[src/design/mrb_pkg.sv]
// constants and types shared by the microcore register backdoor
package mrb_pkg;
  // microcore instruction codes seen on the instruction port
  localparam logic [3:0] OP_LD_ADDR = 4'h1;
  localparam logic [3:0] OP_LD_DATA = 4'h2;
  localparam logic [3:0] OP_BD_READ = 4'h3;
  localparam logic [3:0] OP_BD_WRITE = 4'h4;
  localparam logic [3:0] OP_ST_WORD = 4'h5;
  localparam logic [3:0] OP_ST_BIT = 4'h6;
  localparam logic [3:0] OP_OFS_COMP = 4'h7;
  localparam logic [3:0] OP_GAIN = 4'h8;
  localparam logic [3:0] OP_ADC = 4'h9;
  localparam logic [3:0] OP_DCDC = 4'ha;
  localparam logic [3:0] OP_EOA = 4'hb;
  // low address bytes of device registers with special handling
  localparam logic [7:0] A_HS_DRAIN = 8'h8a;
  localparam logic [7:0] A_HS_SRC = 8'h8b;
  localparam logic [7:0] A_LS_DRAIN_A = 8'h8c;
  localparam logic [7:0] A_LS_DRAIN_B = 8'h8d;
  localparam logic [7:0] A_HS_SLEW = 8'h8e;
  localparam logic [7:0] A_LS_SLEW = 8'h8f;
  localparam logic [7:0] A_BIAS = 8'ha0;
  localparam logic [7:0] A_FILT_12 = 8'ha1;
  localparam logic [7:0] A_FILT_34L = 8'ha2;
  localparam logic [7:0] A_FILT_4H4NEG = 8'ha3;
  localparam logic [7:0] A_BOOST_FILT = 8'h9d;
  localparam logic [7:0] A_DAC_FIRST = 8'h40;
  localparam logic [7:0] A_DAC_LAST = 8'h45;
  localparam logic [7:0] A_BOOST_DAC = 8'h9b;
  // field layout of the filtered registers
  localparam int THR_W = 3;
  localparam int SLEW_W = 2;
  localparam int NUM_HS = 5;
  localparam int NUM_LS = 7;
  localparam int LS_A_N = 5;
  localparam int FILT_W = 8;
  localparam int CONV_LS_IDX = 6;
  // operand fields of the instructions
  localparam int BIT_VAL = 4;
  localparam int EOA_AUTO = 1;
  localparam int EOA_SEL_LO = 2;
  localparam int GAIN_W = 2;
  // threshold converter indices: first four, fourth high, negative
  localparam int CONV_N = 6;
  localparam int CONV_4L = 3;
  localparam int CONV_4H = 4;
  localparam int CONV_NEG = 5;
  // avalon byte offsets
  localparam logic [3:0] R_ADDR = 4'h0;
  localparam logic [3:0] R_DATA = 4'h4;
  localparam logic [3:0] R_STATUS = 4'h8;
  localparam logic [3:0] R_CTRL = 4'hc;
  localparam int CTRL_CLR_ZERO = 10;
  // reset values
  localparam logic [15:0] STATUS_RST = 16'h0000;
  localparam logic [1:0] GAIN_RST = 2'h0;
  // backdoor sequencer states
  typedef enum logic [2:0] {
    MRB_IDLE = 3'b001,
    MRB_XFER = 3'b010,
    MRB_DONE = 3'b100
  } mrb_state_type;
endpackage

[src/design/mrb_backdoor.sv]
// microcore register backdoor, current measure control and core modes
`timescale 1ns/1ns
module mrb_backdoor (
  input logic mclk,
  input logic reset_n,
  input logic ce,
  input logic [3:0] avs_address,
  input logic avs_read,
  input logic avs_write,
  input logic [31:0] avs_writedata,
  output logic [31:0] avs_readdata,
  output logic avs_waitrequest,
  input logic uc_valid,
  input logic [3:0] uc_op,
  input logic [15:0] uc_arg,
  input logic [4:0] output_ownership_rights_hs,
  input logic [6:0] output_ownership_rights_ls,
  input logic [3:0] conv_rights,
  input logic boost_rights,
  input logic target_locked,
  input logic [15:0] cfg_rdata,
  input logic current_zero_fbk,
  output logic [7:0] loc_addr,
  output logic [7:0] cfg_addr,
  output logic [15:0] cfg_wdata,
  output logic [15:0] cfg_wmask,
  output logic cfg_we,
  output logic cfg_re,
  output logic bd_busy,
  output logic [15:0] status_bits,
  output logic [5:0] ofs_comp_apply,
  output logic [1:0] amp_gain,
  output logic adc_mode,
  output logic thr_cmp_en,
  output logic dcdc_en,
  output logic eoa_en,
  output logic eoa_zero_seen,
  output logic [4:0] hs_src_zero
);
  // sequencer and backdoor storage
  mrb_pkg::mrb_state_type state_reg; // backdoor sequencer
  logic [7:0] addr_loc_reg; // backdoor address location
  logic [15:0] data_loc_reg; // backdoor data location
  logic [7:0] cfg_addr_reg; // address sent to register file
  logic [15:0] cfg_wdata_reg; // write data sent
  logic [15:0] cfg_wmask_reg; // writable bits of that write
  logic cfg_we_reg; // one-cycle write strobe
  logic cfg_re_reg; // one-cycle read strobe
  logic busy_reg; // backdoor in progress
  // microcore state
  logic [15:0] status_reg; // status bits
  logic [5:0] oc_apply_reg; // per-converter compensation
  logic [1:0] gain_reg; // shunt amplifier gain
  logic adc_reg; // conversion mode
  logic cmp_en_reg; // threshold comparison enable
  logic dcdc_reg; // converter mode
  logic eoa_reg; // end-of-actuation mode
  logic eoa_auto_reg; // auto zero of source threshold
  logic [2:0] eoa_sel_reg; // high-side chosen for auto zero
  logic eoa_zero_reg; // zero current seen, sticky
  logic [4:0] src_zero_reg; // forced zero source thresholds
  // bus slave
  logic wait_reg; // avalon waitrequest
  logic [31:0] rdata_reg; // avalon read data
  logic [31:0] rd_mux; // read data selected by address
  logic [31:0] ctrl_word; // control readback word
  logic av_wr; // avalon write completes this cycle
  // backdoor issue terms
  logic rd_go; // read instruction accepted
  logic wr_go; // write instruction accepted
  logic rd_ok; // read goes to the register file
  logic wr_ok; // write goes to the register file
  logic [15:0] go_mask; // mask for the target register

  // mask of owned fields, n fields of w bits from bit 0
  function automatic logic [15:0] fld_mask(input logic [6:0] own, input int w, input int n);
    logic [15:0] m;
    m = 16'h0000;
    for (int i = 0; i < 7; i++)
    begin
      if (i < n && own[i])
        m = m | (16'((1 << w) - 1) << (i * w));
    end
    return m;
  endfunction

  // bits of register a that this microcore may change
  function automatic logic [15:0] wr_mask(input logic [7:0] a, input logic [4:0] hs,
                                          input logic [6:0] ls, input logic [3:0] cv,
                                          input logic bo);
    logic [15:0] m;
    m = 16'hffff;
    case (a)
      mrb_pkg::A_HS_DRAIN, mrb_pkg::A_HS_SRC:
        m = fld_mask({2'b00, hs}, mrb_pkg::THR_W, mrb_pkg::NUM_HS);
      mrb_pkg::A_LS_DRAIN_A:
        m = fld_mask(ls, mrb_pkg::THR_W, mrb_pkg::LS_A_N);
      mrb_pkg::A_LS_DRAIN_B:
        m = fld_mask({5'b00000, ls[mrb_pkg::NUM_LS-1:mrb_pkg::LS_A_N]}, mrb_pkg::THR_W,
                     mrb_pkg::NUM_LS - mrb_pkg::LS_A_N);
      mrb_pkg::A_HS_SLEW:
        m = fld_mask({2'b00, hs}, mrb_pkg::SLEW_W, mrb_pkg::NUM_HS);
      mrb_pkg::A_LS_SLEW:
        m = fld_mask(ls, mrb_pkg::SLEW_W, mrb_pkg::NUM_LS);
      mrb_pkg::A_BIAS:
        m = {4'h0, ls, hs};
      mrb_pkg::A_FILT_12:
        m = {{mrb_pkg::FILT_W{cv[1]}}, {mrb_pkg::FILT_W{cv[0]}}};
      mrb_pkg::A_FILT_34L:
        m = {{mrb_pkg::FILT_W{cv[3]}}, {mrb_pkg::FILT_W{cv[2]}}};
      mrb_pkg::A_FILT_4H4NEG:
        m = {16{cv[3]}};
      mrb_pkg::A_BOOST_FILT:
        m = {16{bo}};
      default:
        m = 16'hffff;
    endcase
    return m;
  endfunction

  // converter thresholds and boost threshold are out of reach
  function automatic logic is_blocked(input logic [7:0] a);
    return (a >= mrb_pkg::A_DAC_FIRST && a <= mrb_pkg::A_DAC_LAST) ||
           a == mrb_pkg::A_BOOST_DAC;
  endfunction

  // issue decode; new backdoor requests only when idle
  assign rd_go = uc_valid && uc_op == mrb_pkg::OP_BD_READ && state_reg == mrb_pkg::MRB_IDLE;
  assign wr_go = uc_valid && uc_op == mrb_pkg::OP_BD_WRITE && state_reg == mrb_pkg::MRB_IDLE;
  assign go_mask = wr_mask(addr_loc_reg, output_ownership_rights_hs,
                           output_ownership_rights_ls, conv_rights, boost_rights);
  // lock sampled at issue; rejected writes still load cfg_addr and set busy but never pulse cfg_we
  assign wr_ok = wr_go && !target_locked && !is_blocked(addr_loc_reg) &&
                 go_mask != 16'h0000;
  assign rd_ok = rd_go && !is_blocked(addr_loc_reg);
  assign av_wr = avs_write && !wait_reg;

  // sequencer: issue, transfer, done, idle
  always_ff @(posedge mclk or negedge reset_n)
  begin
    if (!reset_n)
      state_reg <= mrb_pkg::MRB_IDLE;
    else if (ce)
    begin
      case (state_reg)
        mrb_pkg::MRB_IDLE:
          if (rd_go || wr_go)
            state_reg <= mrb_pkg::MRB_XFER;
        mrb_pkg::MRB_XFER:
          state_reg <= mrb_pkg::MRB_DONE;
        mrb_pkg::MRB_DONE:
          state_reg <= mrb_pkg::MRB_IDLE;
        default:
          state_reg <= mrb_pkg::MRB_IDLE;
      endcase
    end
  end

  // busy flag covers the two cycles of an access
  always_ff @(posedge mclk or negedge reset_n)
  begin
    if (!reset_n)
      busy_reg <= 1'b0;
    else if (ce)
    begin
      if (state_reg == mrb_pkg::MRB_IDLE)
        busy_reg <= rd_go || wr_go;
      else
        busy_reg <= state_reg == mrb_pkg::MRB_XFER;
    end
  end

  // register file request, strobes last one cycle
  always_ff @(posedge mclk or negedge reset_n)
  begin
    if (!reset_n)
    begin
      cfg_addr_reg <= 8'h00;
      cfg_wdata_reg <= 16'h0000;
      cfg_wmask_reg <= 16'h0000;
      cfg_we_reg <= 1'b0;
      cfg_re_reg <= 1'b0;
    end
    else if (ce)
    begin
      cfg_re_reg <= rd_ok;
      cfg_we_reg <= wr_ok;
      if (rd_go || wr_go)
      begin
        cfg_addr_reg <= addr_loc_reg;
        cfg_wdata_reg <= data_loc_reg;
        cfg_wmask_reg <= go_mask;
      end
    end
  end

  // address and data locations; read result wins over loads
  always_ff @(posedge mclk or negedge reset_n)
  begin
    if (!reset_n)
    begin
      addr_loc_reg <= 8'h00;
      data_loc_reg <= 16'h0000;
    end
    else if (ce)
    begin
      if (cfg_re_reg)
        data_loc_reg <= cfg_rdata;
      else if (uc_valid && uc_op == mrb_pkg::OP_LD_DATA)
        data_loc_reg <= uc_arg;
      else if (av_wr && avs_address == mrb_pkg::R_DATA)
        data_loc_reg <= avs_writedata[15:0];
      // address location is plain storage, loads only
      if (uc_valid && uc_op == mrb_pkg::OP_LD_ADDR)
        addr_loc_reg <= uc_arg[7:0];
      else if (av_wr && avs_address == mrb_pkg::R_ADDR)
        addr_loc_reg <= avs_writedata[7:0];
    end
  end

  // status bits: whole word or single bit, microcode first
  always_ff @(posedge mclk or negedge reset_n)
  begin
    if (!reset_n)
      status_reg <= mrb_pkg::STATUS_RST;
    else if (ce)
    begin
      if (uc_valid && uc_op == mrb_pkg::OP_ST_WORD)
        status_reg <= uc_arg;
      else if (uc_valid && uc_op == mrb_pkg::OP_ST_BIT)
        status_reg[uc_arg[3:0]] <= uc_arg[mrb_pkg::BIT_VAL];
      else if (av_wr && avs_address == mrb_pkg::R_STATUS)
        status_reg <= avs_writedata[15:0];
    end
  end

  // current measure control: compensation, gain, conversion
  always_ff @(posedge mclk or negedge reset_n)
  begin
    if (!reset_n)
    begin
      oc_apply_reg <= 6'h00;
      gain_reg <= mrb_pkg::GAIN_RST;
      adc_reg <= 1'b0;
      cmp_en_reg <= 1'b1;
    end
    else if (ce && uc_valid)
    begin
      if (uc_op == mrb_pkg::OP_OFS_COMP)
        // four converters plus 4h on the 4l offset, never neg
        oc_apply_reg <= {1'b0, {(mrb_pkg::CONV_N - 1){uc_arg[0]}}};
      if (uc_op == mrb_pkg::OP_GAIN)
        gain_reg <= uc_arg[mrb_pkg::GAIN_W-1:0];
      if (uc_op == mrb_pkg::OP_ADC)
      begin
        adc_reg <= uc_arg[0];
        cmp_en_reg <= !uc_arg[0];
      end
    end
  end

  // converter mode, held only while the converter low-side output is owned
  always_ff @(posedge mclk or negedge reset_n)
  begin
    if (!reset_n)
      dcdc_reg <= 1'b0;
    else if (ce)
    begin
      if (!output_ownership_rights_ls[mrb_pkg::CONV_LS_IDX])
        dcdc_reg <= 1'b0;
      else if (uc_valid && uc_op == mrb_pkg::OP_DCDC)
        dcdc_reg <= uc_arg[0];
    end
  end

  // end-of-actuation mode and automatic source threshold zero
  always_ff @(posedge mclk or negedge reset_n)
  begin
    if (!reset_n)
    begin
      eoa_reg <= 1'b0;
      eoa_auto_reg <= 1'b0;
      eoa_sel_reg <= 3'h0;
      src_zero_reg <= 5'h00;
    end
    else if (ce && uc_valid && uc_op == mrb_pkg::OP_EOA)
    begin
      eoa_reg <= uc_arg[0];
      eoa_auto_reg <= uc_arg[mrb_pkg::EOA_AUTO];
      eoa_sel_reg <= uc_arg[mrb_pkg::EOA_SEL_LO+2:mrb_pkg::EOA_SEL_LO];
      // selects above the last high-side shift out to no force
      if (uc_arg[0] && uc_arg[mrb_pkg::EOA_AUTO])
        src_zero_reg <= 5'h01 << uc_arg[mrb_pkg::EOA_SEL_LO+2:mrb_pkg::EOA_SEL_LO];
      else
        src_zero_reg <= 5'h00;
    end
  end

  // zero current detect, sticky; a set beats any clear
  always_ff @(posedge mclk or negedge reset_n)
  begin
    if (!reset_n)
      eoa_zero_reg <= 1'b0;
    else if (ce)
    begin
      if (eoa_reg && current_zero_fbk)
        eoa_zero_reg <= 1'b1;
      else if (uc_valid && uc_op == mrb_pkg::OP_EOA && uc_arg[0])
        eoa_zero_reg <= 1'b0;
      else if (av_wr && avs_address == mrb_pkg::R_CTRL && avs_writedata[mrb_pkg::CTRL_CLR_ZERO])
        eoa_zero_reg <= 1'b0;
    end
  end

  // control readback word
  assign ctrl_word = {20'h00000, busy_reg, eoa_zero_reg, eoa_sel_reg, eoa_auto_reg,
                      eoa_reg, dcdc_reg, adc_reg, gain_reg, oc_apply_reg[0]};

  // read data by byte address, unmapped reads zero
  always_comb
  begin
    case (avs_address)
      mrb_pkg::R_ADDR: rd_mux = {24'h000000, addr_loc_reg};
      mrb_pkg::R_DATA: rd_mux = {16'h0000, data_loc_reg};
      mrb_pkg::R_STATUS: rd_mux = {16'h0000, status_reg};
      mrb_pkg::R_CTRL: rd_mux = ctrl_word;
      default: rd_mux = 32'h00000000;
    endcase
  end

  // avalon slave: one wait cycle, then one answer cycle
  always_ff @(posedge mclk or negedge reset_n)
  begin
    if (!reset_n)
    begin
      wait_reg <= 1'b1;
      rdata_reg <= 32'h00000000;
    end
    else if (ce)
    begin
      if (wait_reg && (avs_read || avs_write))
      begin
        wait_reg <= 1'b0;
        rdata_reg <= rd_mux;
      end
      else
        wait_reg <= 1'b1;
    end
  end

  // outputs straight from flops
  assign avs_readdata = rdata_reg;
  assign avs_waitrequest = wait_reg;
  assign loc_addr = addr_loc_reg;
  assign cfg_addr = cfg_addr_reg;
  assign cfg_wdata = cfg_wdata_reg;
  assign cfg_wmask = cfg_wmask_reg;
  assign cfg_we = cfg_we_reg;
  assign cfg_re = cfg_re_reg;
  assign bd_busy = busy_reg;
  assign status_bits = status_reg;
  assign ofs_comp_apply = oc_apply_reg;
  assign amp_gain = gain_reg;
  assign adc_mode = adc_reg;
  assign thr_cmp_en = cmp_en_reg;
  assign dcdc_en = dcdc_reg;
  assign eoa_en = eoa_reg;
  assign eoa_zero_seen = eoa_zero_reg;
  assign hs_src_zero = src_zero_reg;
endmodule

[config.mk]
export PLATFORM = sky130hd
export DESIGN_NAME = mrb_backdoor
export DESIGN_NICKNAME = d
export VERILOG_FILES = /design/src/design/mrb_pkg.sv /design/src/design/mrb_backdoor.sv
export SDC_FILE = /design/constraint.sdc
export NUM_CORES = 1
export LEC_CHECK = 0
export BUFFER_PORTS_ARGS = -buffer_cell sky130_fd_sc_hd__buf_2
export CELL_PAD_IN_SITES_DETAIL_PLACEMENT = 1
export CELL_PAD_IN_SITES_GLOBAL_PLACEMENT = 2
export CORE_MARGIN = 1.5
export CORE_UTILIZATION = 30
export CTS_BUF_LIST = sky130_fd_sc_hd__clkbuf_8 sky130_fd_sc_hd__clkbuf_16
export CTS_CLUSTER_DIAMETER = 120
export CTS_CLUSTER_SIZE = 28
export DETAILED_ROUTE_END_ITERATION = 10
export PLACE_DENSITY = 0.9
export SYNTH_ARGS = -nofsm -noshare
export SYNTH_HDL_FRONTEND = slang
export SYNTH_SLANG_ARGS = --single-unit
[constraint.sdc]
create_clock -name mclk -period 2.81 [get_ports mclk]
set_input_delay 0.843 -clock mclk [delete_from_list [all_inputs] [get_ports mclk]]
set_output_delay 0.843 -clock mclk [all_outputs]
set_load 0.01 [all_outputs]
==> results of run 1 <==
[cell type report]
type | instances | area, µm²
Fill cell | 2566 | 12700
Tap cell | 275 | 344
Clock inverter | 14 | 138
Inverter | 9 | 33.8
Timing Repair Buffer | 224 | 1240
Clock buffer | 18 | 439
Antenna cell | 4 | 10.0
Multi-Input combinational cell | 528 | 3170
Sequential cell | 119 | 2980
[through the flow]
stage | setup slack [ps] | total power [W] | hold WS (ps) | utilization (%)
final | 353 | 0.00675 | 430 | 39.6
after global routing | 136 | 0.00709 | 460 | 39.6
after CTS | 367 | 0.00679 | 448 | 39.6
after detailed placement | 205 | 0.00461 | 467 | 36.9
after global placement | 200 | 0.00454 | 457 | 36.9
after floorplan | 374 | 0.00362 | 447 | -
[worst paths after layout]
kind,endpoint,start,slack [ps]
worst min register to register,avs_readdata[12],avs_readdata[12],480
min in group mclk,avs_readdata[12],avs_readdata[12],480
worst max-delay path,cfg_we,loc_addr[1],350
max in group asynchronous,avs_waitrequest,reset_n,1630
worst min-delay path,cfg_addr[3],reset_n,430
worst max register to register,cfg_we,loc_addr[1],350
[synthesized netlist by cell type, types with 5 or more instances]
cell type  instances
a211oi_1           6
a21oi_1           56
a221oi_1          12
a22o_1            14
a22oi_1           14
buf_1              6
buf_2              7
buf_4             22
clkbuf_1          36
dfrtp_1          116
inv_1              8
mux2_1            12
mux2_2            26
mux2i_1           12
nand2_1          115
nand2b_1           7
nand3_1           28
nand4b_1           5
nor2_1            26
nor2b_1            7
nor3_1            14
o21ai_0           35
o21ai_1           56
[layout by cell type (no fill, tap or decap), drive strengths merged, types with 12 or more instances in the layout]
master,netlist,routed
o21ai,91,91
nor2,26,26
clkbuf,36,18
a22oi,14,14
buf,36,224
nand2,115,115
dfrtp,116,116
a21oi,56,56
a221oi,12,12
nor3,14,14
mux2,38,38
nand3,28,28
a22o,14,14
mux2i,12,12
conb,1,17
inv,9,16
[where the power goes]
group	switching [W]	internal [W]	leakage, nW
sequential	0.000452	0.00225	1.53
clock	0.000917	0.00126	0.284
combinational	0.00106	0.000815	2.25
total	0.00243	0.00432	4.07
[cells by family after synthesis]
logic type | count (synthesis) | share of synthesized area [%]
AND/OR/NAND/NOR | 234 | 17.6
flip-flops | 119 | 46.0
buffers and inverters | 81 | 6.22
AO/OA/AOI/OAI | 227 | 21.6
other | 1 | 0.0579
multiplexers | 50 | 8.46
[layer usage]
layer  wire [µm]  up-vias  share of wire (%)
met2       11600      211                 46
met3        1130       38                4.5
met5           0        -                  0
met1       11700     3200                 47
met4         588        0                2.3
li1            -     2940                  -
==> results.py, run 1 <==
metrics = {
    "outcome": {
        "status": "completed",
    },
    "route": {
        "drc": 0,
        "final_antenna_net_count": 0,
        "drtPass1Iterations": 5,
        "viasPerCell": 5.36,
        "vias": 6389,
        "routed_wl_mm": 25.0,
        "drtIter0Drc": 458,
        "wl_per_cell_um": 21.0,
    },
    "setup_path": {
        "cp.required_ps": 3100,
        "cp-start-kind": "flop",
        "cp.arrival_ps": 2750,
        "path_depth": 7,
        "max_stage_delay_ps": 620,
        "critPathKind": "flop to flop",
        "crit_chain": "nor2b_1 > o22ai_1 > nor3_1 > a21oi_1 > a2111oi_0 > buf_4 > a41oi_1",
        "rr_worst_depth": 7,
        "cpMaxStageDelayCell": "dfrtp_1",
        "crit_family": "compound AO/OA/AOI/OAI gates",
        "path_buf_inv": 1,
        "critPathCaptureType": "flop",
        "path_max_fanout": 19,
    },
    "layout": {
        "layout.nets": 996,
        "area_growth_pct": 29.1,
        "instances_no_fill": 1191,
        "drive_gt1_share_pct": 32.2,
        "design_area_mm2": 0.00836,
    },
    "clock_network": {
        "cts_resized": 0,
        "cts.sinks": 119,
        "postCtsSetupRepairBufs": 0,
        "clk_latency_ps": 430,
        "cts_buffer_depth": 2,
        "cts_buffers": 17,
        "clkSlewWorstSetupHoldPaths_ps": 60,
        "root_buffer": "clkbuf_16",
        "postCtsHoldBufs": 0,
        "cts_tree": "done",
        "htree_levels": 4,
    },
    "timing": {
        "finClkSkew_ps": 7.53,
        "rsz0062_at_grt": "no",
        "worst_pin_slew_ps": 811,
        "slew_headroom_pct": 45.9,
        "setup_viol": 0,
        "hold_viol": 0,
        "fmax_mhz": 407,
        "period_minus_slack_ps": 2460,
        "drv_slew": 0,
        "period_share_pct": 87.5,
        "finalSetupTns_ps": 0,
    },
    "logic_synthesis": {
        "syn_inst": 712,
        "synth.top_cell.area_share_pct": 44.8,
        "synth_seq_cells": 119,
        "synth-edff-count": 0,
        "syn_area_per_cell_um2": 9.10,
        "synth_top_cell_by_area": "dfrtp_1",
        "synth_area_mm2": 0.00648,
        "ys.warnings.count": 0,
        "synthArstFlopShare_pct": 100,
        "yosys_most_used_dff": "dfrtp_1",
        "yosysSeqAreaShare_pct": 46.0,
        "netlist-cell-type-count": 57,
        "netlist_top_cells_area": "dfrtp_1 (45%), nand2_1 (6.7%), mux2_2 (4.5%)",
    },
    "global_route": {
        "grt_max_degree": 47,
        "antenna_found_initial": 4,
        "met3_usage_pct": 3.23,
        "grt_overflow": 0,
        "grt_pass1_vias": 6327,
        "use_met1_pct": 31.8,
        "busiest_layer": "met2",
        "use_met2_pct": 34.7,
        "groute.usage.overall_pct": 22.5,
        "grt_pass1_wl_mm": 38.0,
    },
    "hold_path": {
        "hp-class": "input port to async pin",
    },
    "floorplan": {
        "num_rows": 53,
        "die_area_mm2": 0.0225,
        "io_pins": 215,
        "initial_core_util_pct": 30.7,
        "dieWidth_um": 150,
        "core_area_mm2": 0.0211,
        "die_h_um": 150,
    },
    "placed_design": {
        "portBuffers": 181,
        "gp_congestion": 0.915,
        "dp.cells": 1155,
        "dpl-instance-area_mm2": 0.00777,
        "dp_hpwl_mm": 19.0,
    },
    "run": {
        "drv_cap": 0,
    },
    "power_and_ir_drop": {
        "power.density_mw_per_mm2": 808,
        "power_leakage_nw": 4.07,
        "ir_worst_vdd_uv": 330,
    },
}
Power figures use the tool's default switching activity.
==> run 2: changes to the inputs <==
--- a/config.mk
+++ b/config.mk
@@ -14,6 +14,7 @@
 export CTS_CLUSTER_DIAMETER = 120
 export CTS_CLUSTER_SIZE = 28
 export DETAILED_ROUTE_END_ITERATION = 10
+export GPL_TIMING_DRIVEN = 0
 export PLACE_DENSITY = 0.9
 export SYNTH_ARGS = -nofsm -noshare
 export SYNTH_HDL_FRONTEND = slang
==> run 2 against run 1 <==
Compared with the run above:
- combinational power about the same
- highest routed layer unchanged
- count of clock-buffer cells in the layout decreased by 1
- non-clock buffer count increased by 26
- first-iteration DRC count increased by 21%
- register-to-register slack got worse by 210 ps
- final area increased by 0.91%
- global-route usage increased by 0.94 points
==> results.py, run 2 (synthesis gave the netlist of run 1 again) <==
metrics = {
    "timing": {
        "fmax_mhz": 375,
        "setup_viol": 0,
        "hold_viol": 0,
        "slew_headroom_pct": 37.9,
        "drv_slew": 0,
        "worst_pin_slew_ps": 929,
        "period_minus_slack_ps": 2670,
        "rsz0062_at_grt": "no",
        "finClkSkew_ps": 8.38,
        "setup_slack_ps": 143,
        "timing.hold.ws_ps": 325,
        "period_share_pct": 94.9,
        "finalSetupTns_ps": 0,
    },
    "clock_network": {
        "cts_buffers": 17,
        "clk_latency_ps": 430,
        "htree_levels": 4,
        "cts.sinks": 119,
        "root_buffer": "clkbuf_16",
        "postCtsSetupRepairBufs": 0,
        "cts_resized": 1,
        "cts_buffer_depth": 2,
        "postCtsHoldBufs": 0,
        "cts_tree": "done",
        "clkSlewWorstSetupHoldPaths_ps": 60,
    },
    "power_and_ir_drop": {
        "pwr-share-seq_pct": 39.6,
        "power.density_mw_per_mm2": 816,
        "combinationalPowerShare_pct": 27.1,
        "switchingPower_w": 0.00249,
        "pwr-share-clk_pct": 33.3,
        "intPower_w": 0.00440,
        "power_leakage_nw": 4.07,
        "ir_worst_vdd_uv": 427,
        "swShare_pct": 36.2,
    },
    "placed_design": {
        "dp.cells": 1182,
        "pre_cts_slack_ps": -531,
        "dpl-instance-area_mm2": 0.00781,
        "gp_congestion": 0.874,
        "dp_hpwl_mm": 20.0,
        "portBuffers": 178,
    },
    "floorplan": {
        "die_h_um": 150,
        "num_rows": 53,
        "dieWidth_um": 150,
        "io_pins": 215,
        "core_area_mm2": 0.0211,
        "initial_core_util_pct": 30.7,
        "die_area_mm2": 0.0225,
    },
    "route": {
        "routed_wl_mm": 26.0,
        "viasPerCell": 5.32,
        "drtIter0Drc": 554,
        "vias": 6475,
        "drc": 0,
        "final_antenna_net_count": 0,
        "wl_per_cell_um": 21.4,
        "drtPass1Iterations": 5,
    },
    "layout": {
        "area_growth_pct": 30.2,
        "final_cell_mix": "buf_2 (184), dfrtp_1 (116), nand2_1 (115), a21oi_1 (56), o21ai_1 (56)",
        "instances_no_fill": 1217,
        "drive_gt1_share_pct": 29.5,
        "layout.nets": 1022,
        "layout_commonest_cell": "buf_2",
        "design_area_mm2": 0.00844,
    },
    "setup_path": {
        "r2r_slack_ps": 140,
        "worstSetupStartpoint": "loc_addr[2]",
        "cp-start-kind": "flop",
        "cp.required_ps": 3080,
        "critPathKind": "flop to flop",
        "cp.arrival_ps": 2940,
        "r2r-start": "loc_addr[2]",
        "path_max_fanout": 10,
        "critPathCaptureType": "flop",
    },
    "global_route": {
        "grt_max_degree": 80,
        "groute.usage.overall_pct": 23.4,
        "antenna_found_initial": 2,
        "grt_overflow": 0,
        "grt_pass1_wl_mm": 39.3,
        "grt_pass1_vias": 6446,
    },
    "run": {
        "drv_cap": 0,
    },
    "outcome": {
        "status": "completed",
    },
    "hold_path": {
        "hp-class": "input port to async pin",
    },
}
run 2: changes by cell type in the layout (fill, tap and decap cells not counted), moves of 2 or more:
cell and delta:
a2111oi_1 +2, buf_4 -21, buf_6 +2, a2111oi_0 -2
clkbuf_1 +35, clkinv_4 -2, buf_2 +4, buf_1 +6
inv_8 +3
run 2: worst max-delay path, stage by stage (launching register included):
cell,delay (ps)
dfrtp_1,540
clkbuf_1,430
o22ai_1,130
nor3_1,250
a21oi_1,210
a2111oi_1,740
a41oi_1,200
run 2: layout make-up:
cell class | count | area (µm²)
Inverter | 9 | 33.8
Antenna cell | 4 | 10.0
Multi-Input combinational cell | 528 | 3170
Buffer | 71 | 365
Fill cell | 2545 | 12700
Clock buffer | 17 | 425
Timing Repair Buffer | 179 | 925
Sequential cell | 119 | 2980
Tap cell | 275 | 344
Clock inverter | 15 | 179
run 2: per-stage QoR:
| stage | total power, W | util, % |
|---|---|---|
| 6_report | 0.00689 | 40.0 |
| 5_1_grt | 0.00723 | 40.0 |
| 4_1_cts | 0.00692 | 39.9 |
| 3_5_place_dp | 0.00460 | 37.0 |
| 3_3_place_gp | 0.00454 | 36.9 |
| 2_1_floorplan | 0.00362 | - |
run 2: path summary, 6_finish.rpt:
path                                         end  cells after the start
worst max-delay path                      cfg_we                      6
worst min-delay path                cfg_wmask[1]                      1
worst max register to register            cfg_we                      6
worst min register to register       cfg_addr[1]                      2
max in group asynchronous       data_loc_reg[10]                      2
min in group mclk                    cfg_addr[1]                      2
run 2: power by group through the flow:
stage	Clock, W	Sequential (W)	Combinational [W]
2_1_floorplan	0	0.00277	0.000856
3_3_place_gp	0	0.00273	0.00181
3_5_place_dp	0	0.00275	0.00186
4_1_cts	0.00232	0.00272	0.00187
5_1_grt	0.00240	0.00279	0.00205
6_report	0.00230	0.00273	0.00186
run 2: metal layers:
metal,track usage (%),share of wire (%)
met5,0,0
met2,37.6,48
met3,4.02,4.5
met4,5.88,1.1
met1,32.7,47
